==> src/pkg/tsi_pkg.sv <==
// Package with register map, field layout and status encodings of the tag status block.
package tsi_pkg;

   // -------------------------------------------------------------------------
   // Register map
   // -------------------------------------------------------------------------
   localparam int          TSI_ADDR_W       = 16;
   localparam int          TSI_DATA_W       = 16;
   localparam logic [15:0] TSI_OFF_FLAG     = 16'hFFF8;
   localparam logic [15:0] TSI_OFF_ENABLE   = 16'hFFFA;
   localparam logic [15:0] TSI_OFF_STATUS   = 16'hFFFC;
   localparam logic [15:0] TSI_OFF_CONTROL  = 16'hFFFE;
   localparam logic [15:0] TSI_RESET_VALUE  = 16'h0000;

   // -------------------------------------------------------------------------
   // Field layout
   // -------------------------------------------------------------------------
   localparam int          TSI_ST_READY     = 0;
   localparam int          TSI_ST_CRC       = 1;
   localparam int          TSI_ST_RADIO     = 2;
   localparam int          TSI_ST_CMD_LO    = 4;
   localparam int          TSI_ST_CMD_HI    = 5;
   localparam int          TSI_EV_LO        = 3;
   localparam int          TSI_EV_HI        = 8;
   localparam int          TSI_EV_N         = 6;
   localparam logic [15:0] TSI_EVENT_MASK   = 16'h01F8;
   localparam int          TSI_CTL_POL      = 1;
   localparam int          TSI_CTL_OUT_EN   = 2;
   localparam logic [15:0] TSI_CTL_MASK     = 16'h0006;

   // -------------------------------------------------------------------------
   // Pending tag command codes
   // -------------------------------------------------------------------------
   typedef enum logic [1:0] {
      TSI_CMD_NONE   = 2'b00,
      TSI_CMD_SELECT = 2'b01,
      TSI_CMD_READ   = 2'b10,
      TSI_CMD_UPDATE = 2'b11
   } tsi_cmd_e;

endpackage

==> src/rtl/tsi_status_irq.sv <==
// Status word, interrupt flags, interrupt enables and interrupt pin of the tag device.
//
// The address-and-strobe port was left to the implementer.
`timescale 1ns/100ps
`default_nettype none
module tsi_status_irq
   import tsi_pkg::*;
(
   input  wire logic                  core_clk,
   input  wire logic                  rst,
   input  wire logic [TSI_ADDR_W-1:0] reg_addr,
   input  wire logic [TSI_DATA_W-1:0] reg_wdata,
   input  wire logic                  reg_write,
   input  wire logic                  reg_read,
   output logic      [TSI_DATA_W-1:0] reg_rdata,
   input  wire logic                  cmd_valid,
   input  wire logic [1:0]            cmd_code,
   input  wire logic                  radio_activity_flag,
   input  wire logic                  crc_active,
   input  wire logic                  device_ready,
   input  wire logic                  read_prefetch_event,
   input  wire logic                  fatal_fault_event,
   input  wire logic                  field_loss_event,
   input  wire logic                  parity_check_fault_event,
   input  wire logic                  crc_done_event,
   output logic                       irq_pin_out,
   output logic                       irq_pin_oe_n,
   output logic                       irq_request
);

   // -------------------------------------------------------------------------
   // Input synchronisation
   // -------------------------------------------------------------------------
   logic [2:0] level_sync;

   tsi_sync #(.W(3)) u_level_sync (
      .core_clk (core_clk),
      .rst      (rst),
      .async_in ({radio_activity_flag, crc_active, device_ready}),
      .sync_out (level_sync)
   );

   logic radio_s;
   logic crc_s;
   logic ready_s;
   assign radio_s = level_sync[2];
   assign crc_s   = level_sync[1];
   assign ready_s = level_sync[0];

   // -------------------------------------------------------------------------
   // Register write decode
   // -------------------------------------------------------------------------
   logic wr_flag;
   logic wr_enable;
   logic wr_control;
   assign wr_flag    = reg_write && (reg_addr == TSI_OFF_FLAG);
   assign wr_enable  = reg_write && (reg_addr == TSI_OFF_ENABLE);
   assign wr_control = reg_write && (reg_addr == TSI_OFF_CONTROL);

   // -------------------------------------------------------------------------
   // Pending command field
   // -------------------------------------------------------------------------
   tsi_cmd_e cmd_field;

   always_ff @(posedge core_clk or posedge rst) begin
      if (rst) begin
         cmd_field <= TSI_CMD_NONE;
      end else if (cmd_valid) begin
         cmd_field <= tsi_cmd_e'(cmd_code);
      end
   end

   // -------------------------------------------------------------------------
   // Status word, read only
   // -------------------------------------------------------------------------
   logic [15:0] device_state_word;

   always_ff @(posedge core_clk or posedge rst) begin
      if (rst) begin
         device_state_word <= TSI_RESET_VALUE;
      end else begin
         // Built only from internal sources, so a host write has no path here.
         device_state_word                          <= TSI_RESET_VALUE;
         device_state_word[TSI_ST_CMD_HI:TSI_ST_CMD_LO] <= cmd_field;
         device_state_word[TSI_ST_RADIO]            <= radio_s;
         device_state_word[TSI_ST_CRC]              <= crc_s;
         device_state_word[TSI_ST_READY]            <= ready_s;
      end
   end

   // -------------------------------------------------------------------------
   // Interrupt flags
   // -------------------------------------------------------------------------
   logic [15:0] event_vec;
   logic [15:0] irq_flag;
   logic [15:0] next_irq_flag;

   always_comb begin
      event_vec               = TSI_RESET_VALUE;
      event_vec[TSI_EV_HI]     = read_prefetch_event;
      event_vec[TSI_EV_HI-1]   = fatal_fault_event;
      event_vec[TSI_EV_HI-2]   = field_loss_event;
      event_vec[TSI_EV_HI-3]   = cmd_valid;
      event_vec[TSI_EV_HI-4]   = parity_check_fault_event;
      event_vec[TSI_EV_LO]     = crc_done_event;
   end

   always_comb begin
      next_irq_flag = irq_flag;
      if (wr_flag) begin
         next_irq_flag = irq_flag & ~reg_wdata;
      end
      // A new event wins over a clear in the same cycle.
      next_irq_flag = (next_irq_flag | event_vec) & TSI_EVENT_MASK;
   end

   always_ff @(posedge core_clk or posedge rst) begin
      if (rst) begin
         irq_flag <= TSI_RESET_VALUE;
      end else begin
         irq_flag <= next_irq_flag;
      end
   end

   // -------------------------------------------------------------------------
   // Interrupt enables and control
   // -------------------------------------------------------------------------
   logic [15:0] irq_enable_mask;
   logic [15:0] irq_control;

   always_ff @(posedge core_clk or posedge rst) begin
      if (rst) begin
         irq_enable_mask <= TSI_RESET_VALUE;
      end else if (wr_enable) begin
         irq_enable_mask <= reg_wdata & TSI_EVENT_MASK;
      end
   end

   always_ff @(posedge core_clk or posedge rst) begin
      if (rst) begin
         irq_control <= TSI_RESET_VALUE;
      end else if (wr_control) begin
         irq_control <= reg_wdata & TSI_CTL_MASK;
      end
   end

   // -------------------------------------------------------------------------
   // Interrupt pin
   // -------------------------------------------------------------------------
   logic next_request;
   assign next_request = |(next_irq_flag & irq_enable_mask);

   always_ff @(posedge core_clk or posedge rst) begin
      if (rst) begin
         irq_request  <= 1'b0;
         irq_pin_out  <= 1'b0;
         irq_pin_oe_n <= 1'b1;
      end else begin
         irq_request  <= next_request;
         irq_pin_out  <= irq_control[TSI_CTL_POL] ? next_request : ~next_request;
         irq_pin_oe_n <= ~irq_control[TSI_CTL_OUT_EN];
      end
   end

   // -------------------------------------------------------------------------
   // Register read port
   // -------------------------------------------------------------------------
   always_ff @(posedge core_clk or posedge rst) begin
      if (rst) begin
         reg_rdata <= TSI_RESET_VALUE;
      end else if (reg_read) begin
         case (reg_addr)
            TSI_OFF_FLAG:    reg_rdata <= irq_flag;
            TSI_OFF_ENABLE:  reg_rdata <= irq_enable_mask;
            TSI_OFF_STATUS:  reg_rdata <= device_state_word;
            TSI_OFF_CONTROL: reg_rdata <= irq_control;
            default:         reg_rdata <= TSI_RESET_VALUE;
         endcase
      end else begin
         reg_rdata <= TSI_RESET_VALUE;
      end
   end
endmodule
`default_nettype wire

==> src/rtl/tsi_sync.sv <==
// Two flip-flop synchroniser for level inputs from outside the clock domain.
`timescale 1ns/100ps
`default_nettype none
module tsi_sync #(
   parameter int W = 1
) (
   input  wire logic         core_clk,
   input  wire logic         rst,
   input  wire logic [W-1:0] async_in,
   output logic      [W-1:0] sync_out
);
   logic [W-1:0] stage1;

   always_ff @(posedge core_clk or posedge rst) begin
      if (rst) begin
         stage1   <= '0;
         sync_out <= '0;
      end else begin
         stage1   <= async_in;
         sync_out <= stage1;
      end
   end
endmodule
`default_nettype wire

==> config.mk <==
export PLATFORM = sky130hd
export DESIGN_NAME = tsi_status_irq
export DESIGN_NICKNAME = d
export VERILOG_FILES = /design/src/pkg/tsi_pkg.sv /design/src/rtl/tsi_status_irq.sv /design/src/rtl/tsi_sync.sv
export SDC_FILE = /design/constraint.sdc
export NUM_CORES = 1
export LEC_CHECK = 0
export BUFFER_PORTS_ARGS = -buffer_cell sky130_fd_sc_hd__buf_2
export CAP_MARGIN = 10
export CORE_AREA = 2 2 66 68
export DETAILED_ROUTE_END_ITERATION = 8
export DIE_AREA = 0 0 68 70
export PLACE_DENSITY = 0.77
export SYNTH_ARGS = -nofsm -noshare
export SYNTH_HDL_FRONTEND = slang
export SYNTH_HIERARCHICAL = 1
export SYNTH_SLANG_ARGS = --single-unit
export TNS_END_PERCENT = 30
==> constraint.sdc <==
create_clock -name core_clk -period 3.32 [get_ports core_clk]
set_clock_uncertainty 0.15 [all_clocks]
set_input_delay 0.664 -clock core_clk [delete_from_list [all_inputs] [get_ports core_clk]]
set_output_delay 0.664 -clock core_clk [all_outputs]
set_load 0.05 [all_outputs]
==> results of run 1 <==
flip-flops by register name, summed over array words and instances (netlist names):
register,count
irq_flag,6
irq_pin_oe_n,1
irq_control,2
irq_pin_out,1
u_level_sync/stage1,3
irq_enable_mask,6
device_state_word,5
irq_request,1
cmd_field,2
reg_rdata,9
u_level_sync/sync_out,3
cell usage in the layout (no fill, tap or decap), drive strengths merged, types with 4 or more instances in the layout:
| cell | instances |
|---|---|
| conb | 7 |
| nor2 | 14 |
| nand4 | 4 |
| a41oi | 4 |
| mux2 | 10 |
| mux2i | 8 |
| clkbuf | 6 |
| buf | 53 |
| inv | 9 |
| dfrtp | 38 |
cells by family after synthesis:
logic type	after synthesis
other cells	1
buf+inv	18
xor+xnor	1
simple gates	31
compound gates	11
mux	18
flops	39
critical path, delay by kind of cell:
kind	cells	cell delay, ns
buffers and inverters	2	0.32
AND/OR/NAND/NOR	3	0.74
AO/OA/AOI/OAI	2	0.60
XOR/XNOR	1	0.17
layer usage:
metal	share of wire (%)	GRT usage [%]	vias up
met1	42	15.4	498
met4	3.0	8.44	0
met5	0	0	-
li1	-	-	507
met2	49	18.6	42
met3	6.1	4.03	7
layout make-up:
class,instances,area [sq um],share of cell area (%)
Timing Repair Buffer,53,273,13.8
Clock buffer,6,72.6,3.67
Clock inverter,2,60.1,3.04
Tap cell,52,65.1,3.29
Sequential cell,39,977,49.4
Inverter,9,33.8,1.71
Multi-Input combinational cell,68,497,25.1
report_power, final:
part	switching, mW	internal (mW)	leakage, nW
registers	0.00334	0.485	0.475
logic	0.0468	0.0270	0.481
clock network	0.157	0.300	0.0654
total	0.207	0.813	1.02
worst paths after layout:
kind | from | to | slack, ns | cells after the start
max in group asynchronous | rst | irq_pin_oe_n$_DFF_PP1_ | 2.39 | 3
min reg2reg | u_level_sync/stage1[2]$_DFF_PP0_ | u_level_sync/sync_out[2]$_DFF_PP0_ | 0.20 | 0
max | reg_addr[0] | irq_pin_out$_DFF_PP0_ | 0.86 | 8
max reg2reg | irq_flag[7]$_DFF_PP0_ | irq_pin_out$_DFF_PP0_ | 1.59 | 5
min in group core_clk | u_level_sync/stage1[2]$_DFF_PP0_ | u_level_sync/sync_out[2]$_DFF_PP0_ | 0.20 | 0
min | rst | u_level_sync/stage1[0]$_DFF_PP0_ | 0.12 | 2
stage by stage:
step / setup WS (ns) / std cells / hold WS (ns) / utilization [%]
after global routing: 0.831 / 229 / 0.134 / 47.7
after CTS: 0.922 / 229 / 0.117 / 47.7
after floorplan: 0.954 / 125 / 0.181 / -
after global placement: 0.663 / 221 / 0.184 / 44.5
final: 0.858 / 229 / 0.122 / 47.7
after detailed placement: 0.652 / 221 / 0.185 / 44.5
==> key figures, run 1 <==
Status
  • Status: finished clean

Setup path
  • Crit-path cells: buf_2 > nand4b_4 > nor4_4 > buf_4 > a41oi_2 > a222oi_1 > nand4_1 > xnor2_1
  • Worst setup path category: input port to flop
  • Critical path's slowest cell: a222oi_1
  • Worst setup EP type: flop
  • Critical-path maximum fanout: 8
  • CP arrival: 2.49 ns
  • Delay of the slowest cell on the worst path: 0.45 ns
  • Worst Path Required: 3.35 ns
  • Setup crit start kind: input port

Logic synthesis
  • Complex-gate fraction of the synthesized area: 5.49%
  • Synth Flop Type: dfrtp_1
  • Area share of and/or/nand/nor cells after synthesis: 11.9%
  • Post-synthesis sequential area ratio: 63.1%
  • Ranking of synthesized cells by area: dfrtp_1 (61%), mux2_2 (7.3%), mux2i_1 (5.2%)
  • Post-synth EDFFs: 0
  • Count of cell types in the netlist: 24
  • Async S/R FF share, synth: 100%
  • Adder-cell area share of the yosys netlist: 0%
  • Synth Area in XOR/XNOR: 0.565%
  • Syn_area_per_cell: 13.0 sq um
  • Synthesized area: 1550 sq um
  • Area share of the largest cell type after synthesis: 61.4%
  • Mux cell area share after synthesis: 12.4%
  • Most frequent cell after synthesis: dfrtp_1
  • Post-synth top area cell: dfrtp_1
  • Largest family of logic cells by synthesized area: multiplexers
  • Mapped Cells: 119
  • Most instantiated cells after synthesis: dfrtp_1 (38), nor2_1 (14), mux2_2 (10)
  • Seq cells post-synth: 39
  • Ys Warns: 6

Timing
  • Final setup viols: 0
  • Max Clock Freq: 406 MHz
  • Post-route minimum period: 2.46 ns
  • RSZ-0062 raised after global routing: false
  • Tcrit/Tclk final: 74.1%
  • Final hold viol count: 0
  • Slew Limit Fails: 0
  • TNS Setup: 0 ns

Cells and area
  • Share of layout cells above drive strength 1: 43.5%
  • Layout area overhead: 27.7%
  • ANT cells: 0
  • Fillers: 380
  • Design Area, Final: 1980 sq um
  • Final #Nets: 223

Pwr
  • Worst vdd ir: 0.000277 V
  • Pwr dens: 516 nW/um^2
  • Static Leak: 1.02 nW
  • Power Total: 1.02 mW

Placed design
  • Port bufs: 50
  • Post-DP HPWL: 2.04 mm
  • Post-DP Area: 1850 sq um
  • Final Wtd Congestion: 0.817

Routing
  • DRC Markers: 0
  • DR pass1 iterations: 4
  • WL/cell: 12.4 um
  • DR iter-0 viols: 56
  • Vias per cell: 4.60
  • Via count: 1,054
  • Post-route ant nets: 0
  • Total wire length: 2.84 mm

Job
  • Max-cap viol count: 0

Global routing
  • GR Util All Layers: 12.6%
  • Vias in the first global route: 936
  • Total gr overflow: 0
  • Initial antenna violation count: 0
  • Global-route wire length before repair: 4.28 mm
  • Pin count of the biggest net entering global routing: 34

Floorplan
  • Core footprint: 4140 sq um
  • Die area: 4760 sq um
  • Rows: 24
  • Initial Util: 37.4%
  • IO Count: 66
  • Chip Height: 70 um
  • DIE WIDTH: 68 um

CTS
  • CTS-repair resized insts: 0
  • Post-CTS Hold Fix Bufs: 0
  • Root Driver: clkbuf_8
  • # H-tree levels: 2
  • TritonCTS buffer count: 5
  • CTS clk-pin slew, worst paths: 0.07 ns
  • Post-CTS setup buffer count: 0
  • Max clock buf depth: 2
  • Clock sink total: 39
  • CTS tree: done
  • Worst skew pair latency: 0.29 ns

Hold path
  • Worst min-delay path class: input port to async pin
Power figures use the tool's default switching activity.
==> run 2, diff against run 1 <==
==> constraint.sdc (replaced) <==
create_clock -name core_clk -period 2.45 [get_ports core_clk]
set_clock_uncertainty 0.15 [all_clocks]
set_input_delay 0.49 -clock core_clk [delete_from_list [all_inputs] [get_ports core_clk]]
set_output_delay 0.49 -clock core_clk [all_outputs]
set_load 0.05 [all_outputs]
==> run 2 against run 1 <==
Effect of this change:
- final cell count increased by 0.87%
- die area unchanged
- setup slack got worse by 0.50 ns
- sequential power increased by 35%
- via count increased by 0.19%
- critical path type unchanged
==> key figures, run 2 (synthesized netlist as in run 1, its figures left out) <==
Global routing
  • Pin count of the biggest net entering global routing: 34 (unchanged)
  • GR Util All Layers: 12.7% (was 12.6%)
  • Initial antenna violation count: 0 (unchanged)
  • Vias in the first global route: 1,041 (was 936)
  • Global-route wire length before repair: 4.55 mm (was 4.28 mm)
  • Total gr overflow: 0 (unchanged)

Status
  • Status: finished clean (unchanged)

Cells and area
  • Biggest regs: reg_rdata (9), irq_enable_mask (6), irq_flag (6) (unchanged)
  • ANT cells: 0 (unchanged)
  • Commonest cells after routing, fill and taps aside: buf_2 (50), dfrtp_1 (38), nor2_1 (14) (unchanged)
  • Final #Nets: 225 (was 223)
  • Commonest non-fill, non-tap cell in the layout: buf_2 (unchanged)
  • Design Area, Final: 1950 sq um (was 1980 sq um)
  • Share of layout cells above drive strength 1: 44.1% (was 43.5%)
  • Max FFs per register: 9 (unchanged)
  • Reg with most FFs: reg_rdata (unchanged)
  • Layout area overhead: 26.0% (was 27.7%)
  • Final Non-Filler Cells: 231 (was 229)

Floorplan
  • Initial Util: 37.4% (unchanged)
  • Chip Height: 70 um (unchanged)
  • IO Count: 66 (unchanged)
  • DIE WIDTH: 68 um (unchanged)
  • Core footprint: 4140 sq um (unchanged)
  • Rows: 24 (unchanged)
  • Die area: 4760 sq um (unchanged)

Hold path
  • WHS Endpoint: u_level_sync/stage1[0]$_DFF_PP0_
  • Worst min-delay path class: input port to flop (was input port to async pin)
  • Hold path depth: 1
  • Hold_sp: device_ready

Setup path
  • Worst setup path category: input port to flop (unchanged)
  • Delay of the slowest cell on the worst path: 0.42 ns (was 0.45 ns)
  • Worst Path Required: 2.48 ns (was 3.35 ns)
  • Critical-path maximum fanout: 4 (was 8)
  • CP arrival: 2.11 ns (was 2.49 ns)
  • Reg2reg end: irq_pin_out$_DFF_PP0_ (unchanged)
  • Critical path's slowest cell: a222oi_1 (unchanged)
  • Crit-path cells: buf_2 > nand4b_4 > nor4_4 > a41oi_2 > a222oi_1 > nand4_1 > xnor2_1 (was buf_2 > nand4b_4 > nor4_4 > buf_4 > a41oi_2 > a222oi_1 > nand4_1 > xnor2_1)
  • Setup crit start kind: input port (unchanged)
  • Reg2reg setup slack: 0.79 ns (was 1.59 ns)
  • Path depth of the worst reg2reg path: 5 (unchanged)
  • Buf+Inv Stages, Crit Path: 1 (was 2)
  • CP Depth: 7 (was 8)
  • Reg2reg start: irq_flag[7]$_DFF_PP0_ (unchanged)
  • Worst setup EP type: flop (unchanged)
  • Family with the most delay on the worst path: simple AND/OR/NAND/NOR gates (unchanged)

Timing
  • Hold slack: 0.153 ns (was 0.122 ns)
  • TNS Setup: 0 ns (unchanged)
  • Post-route minimum period: 2.09 ns
  • Final setup viols: 0 (unchanged)
  • Tcrit/Tclk final: 85.2%
  • Slew Limit Fails: 0 (unchanged)
  • Max Clock Freq: 479 MHz
  • RSZ-0062 raised after global routing: false (unchanged)
  • Final hold viol count: 0 (unchanged)

CTS
  • TritonCTS buffer count: 5 (unchanged)
  • Root Driver: clkbuf_8 (unchanged)
  • # H-tree levels: 2 (unchanged)
  • Clock sink total: 39 (unchanged)
  • Worst skew pair latency: 0.29 ns (about the same)
  • Max clock buf depth: 2 (unchanged)
  • Post-CTS Hold Fix Bufs: 1 (was 0)
  • CTS clk-pin slew, worst paths: 0.07 ns (about the same)
  • CTS tree: done (unchanged)
  • CTS-repair resized insts: 0 (unchanged)
  • Post-CTS setup buffer count: 0 (unchanged)

Pwr
  • Worst vdd ir: 0.000357 V (was 0.000277 V)
  • Clock share of power: 35.3% (was 44.8%)
  • Sequential power share: 56.1% (was 47.9%)
  • Gate power share: 8.6% (was 7.2%)
  • Switching Share: 24.2% (was 20.3%)
  • Pwr dens: 604 nW/um^2 (was 516 nW/um^2)
  • Pint: 0.894 mW (was 0.813 mW)
  • Static Leak: 1.00 nW (was 1.02 nW)
  • Psw: 0.286 mW (was 0.207 mW)

Routing
  • WL/cell: 11.9 um (was 12.4 um)
  • Vias per cell: 4.57 (was 4.60)
  • DR iter-0 viols: 42 (was 56)
  • Via count: 1,056 (was 1,054)
  • Post-route ant nets: 0 (unchanged)
  • DRC Markers: 0 (unchanged)
  • DR pass1 iterations: 5 (was 4)
  • Total wire length: 2.75 mm (was 2.84 mm)

Placed design
  • Placed Instances: 222 (was 221)
  • Final Wtd Congestion: 0.789 (was 0.817)
  • Post-DP Area: 1850 sq um (about the same)
  • Port bufs: 50 (unchanged)
  • Post-DP HPWL: 2.12 mm (was 2.04 mm)

Job
  • Max-cap viol count: 0 (unchanged)
==> run 2: changes by cell type in the layout (fill, tap and decap cells not counted) <==
cell,change
dlygate4sd3_1,+1
clkbuf_1,-1
bufinv_16,-2
clkinv_2,+1
clkinvlp_4,+2
buf_4,+1
==> run 2: cell type report <==
class / instances / area, sq um
Fill cell: 378 / 2190
Sequential cell: 39 / 977
Multi-Input combinational cell: 68 / 497
Timing Repair Buffer: 55 / 290
Clock buffer: 5 / 68.8
Tap cell: 52 / 65.1
Inverter: 9 / 33.8
Clock inverter: 3 / 20.0
==> run 2: worst register-to-register path, stage by stage (launching register included) <==
cell	delay, ns
dfrtp_1	0.38
nor2_1	0.14
a41oi_2	0.06
a222oi_1	0.42
nand4_1	0.23
xnor2_1	0.17
==> run 2: routing by layer <==
layer | vias to the layer above | global-route usage [%] | wire length (um)
met3 | 9 | 2.58 | 133
met5 | - | 0 | 0
li1 | 517 | - | -
met4 | 0 | 7.78 | 78
met2 | 35 | 19.5 | 1350
met1 | 495 | 16.2 | 1190
==> run 2: power by group through the flow <==
stage	clock network (mW)	logic, mW	registers, mW
floorplan	0	0.0671	0.673
global placement	0	0.101	0.674
detailed placement	0	0.102	0.675
CTS	0.432	0.104	0.662
global route	0.457	0.113	0.663
finish	0.416	0.102	0.662
==> run 2: per-stage QoR <==
step,worst slack (ns),util [%],total power [mW]
finish,0.361,47.1,1.18
global route,0.254,47.1,1.23
CTS,0.382,47.1,1.20
detailed placement,0.0691,44.7,0.777
global placement,0.100,44.7,0.775
floorplan,0.258,-,0.740
==> run 2: worst max-delay path by stage <==
stage                startpoint  slack (ns)                    end
floorplan           reg_addr[2]        0.26  irq_pin_out$_DFF_PP0_
global placement    reg_addr[0]        0.10  irq_pin_out$_DFF_PP0_
detailed placement  reg_addr[0]        0.07  irq_pin_out$_DFF_PP0_
CTS                 reg_addr[0]        0.38  irq_pin_out$_DFF_PP0_
global route        reg_addr[0]        0.25  irq_pin_out$_DFF_PP0_
finish              reg_addr[0]        0.36  irq_pin_out$_DFF_PP0_
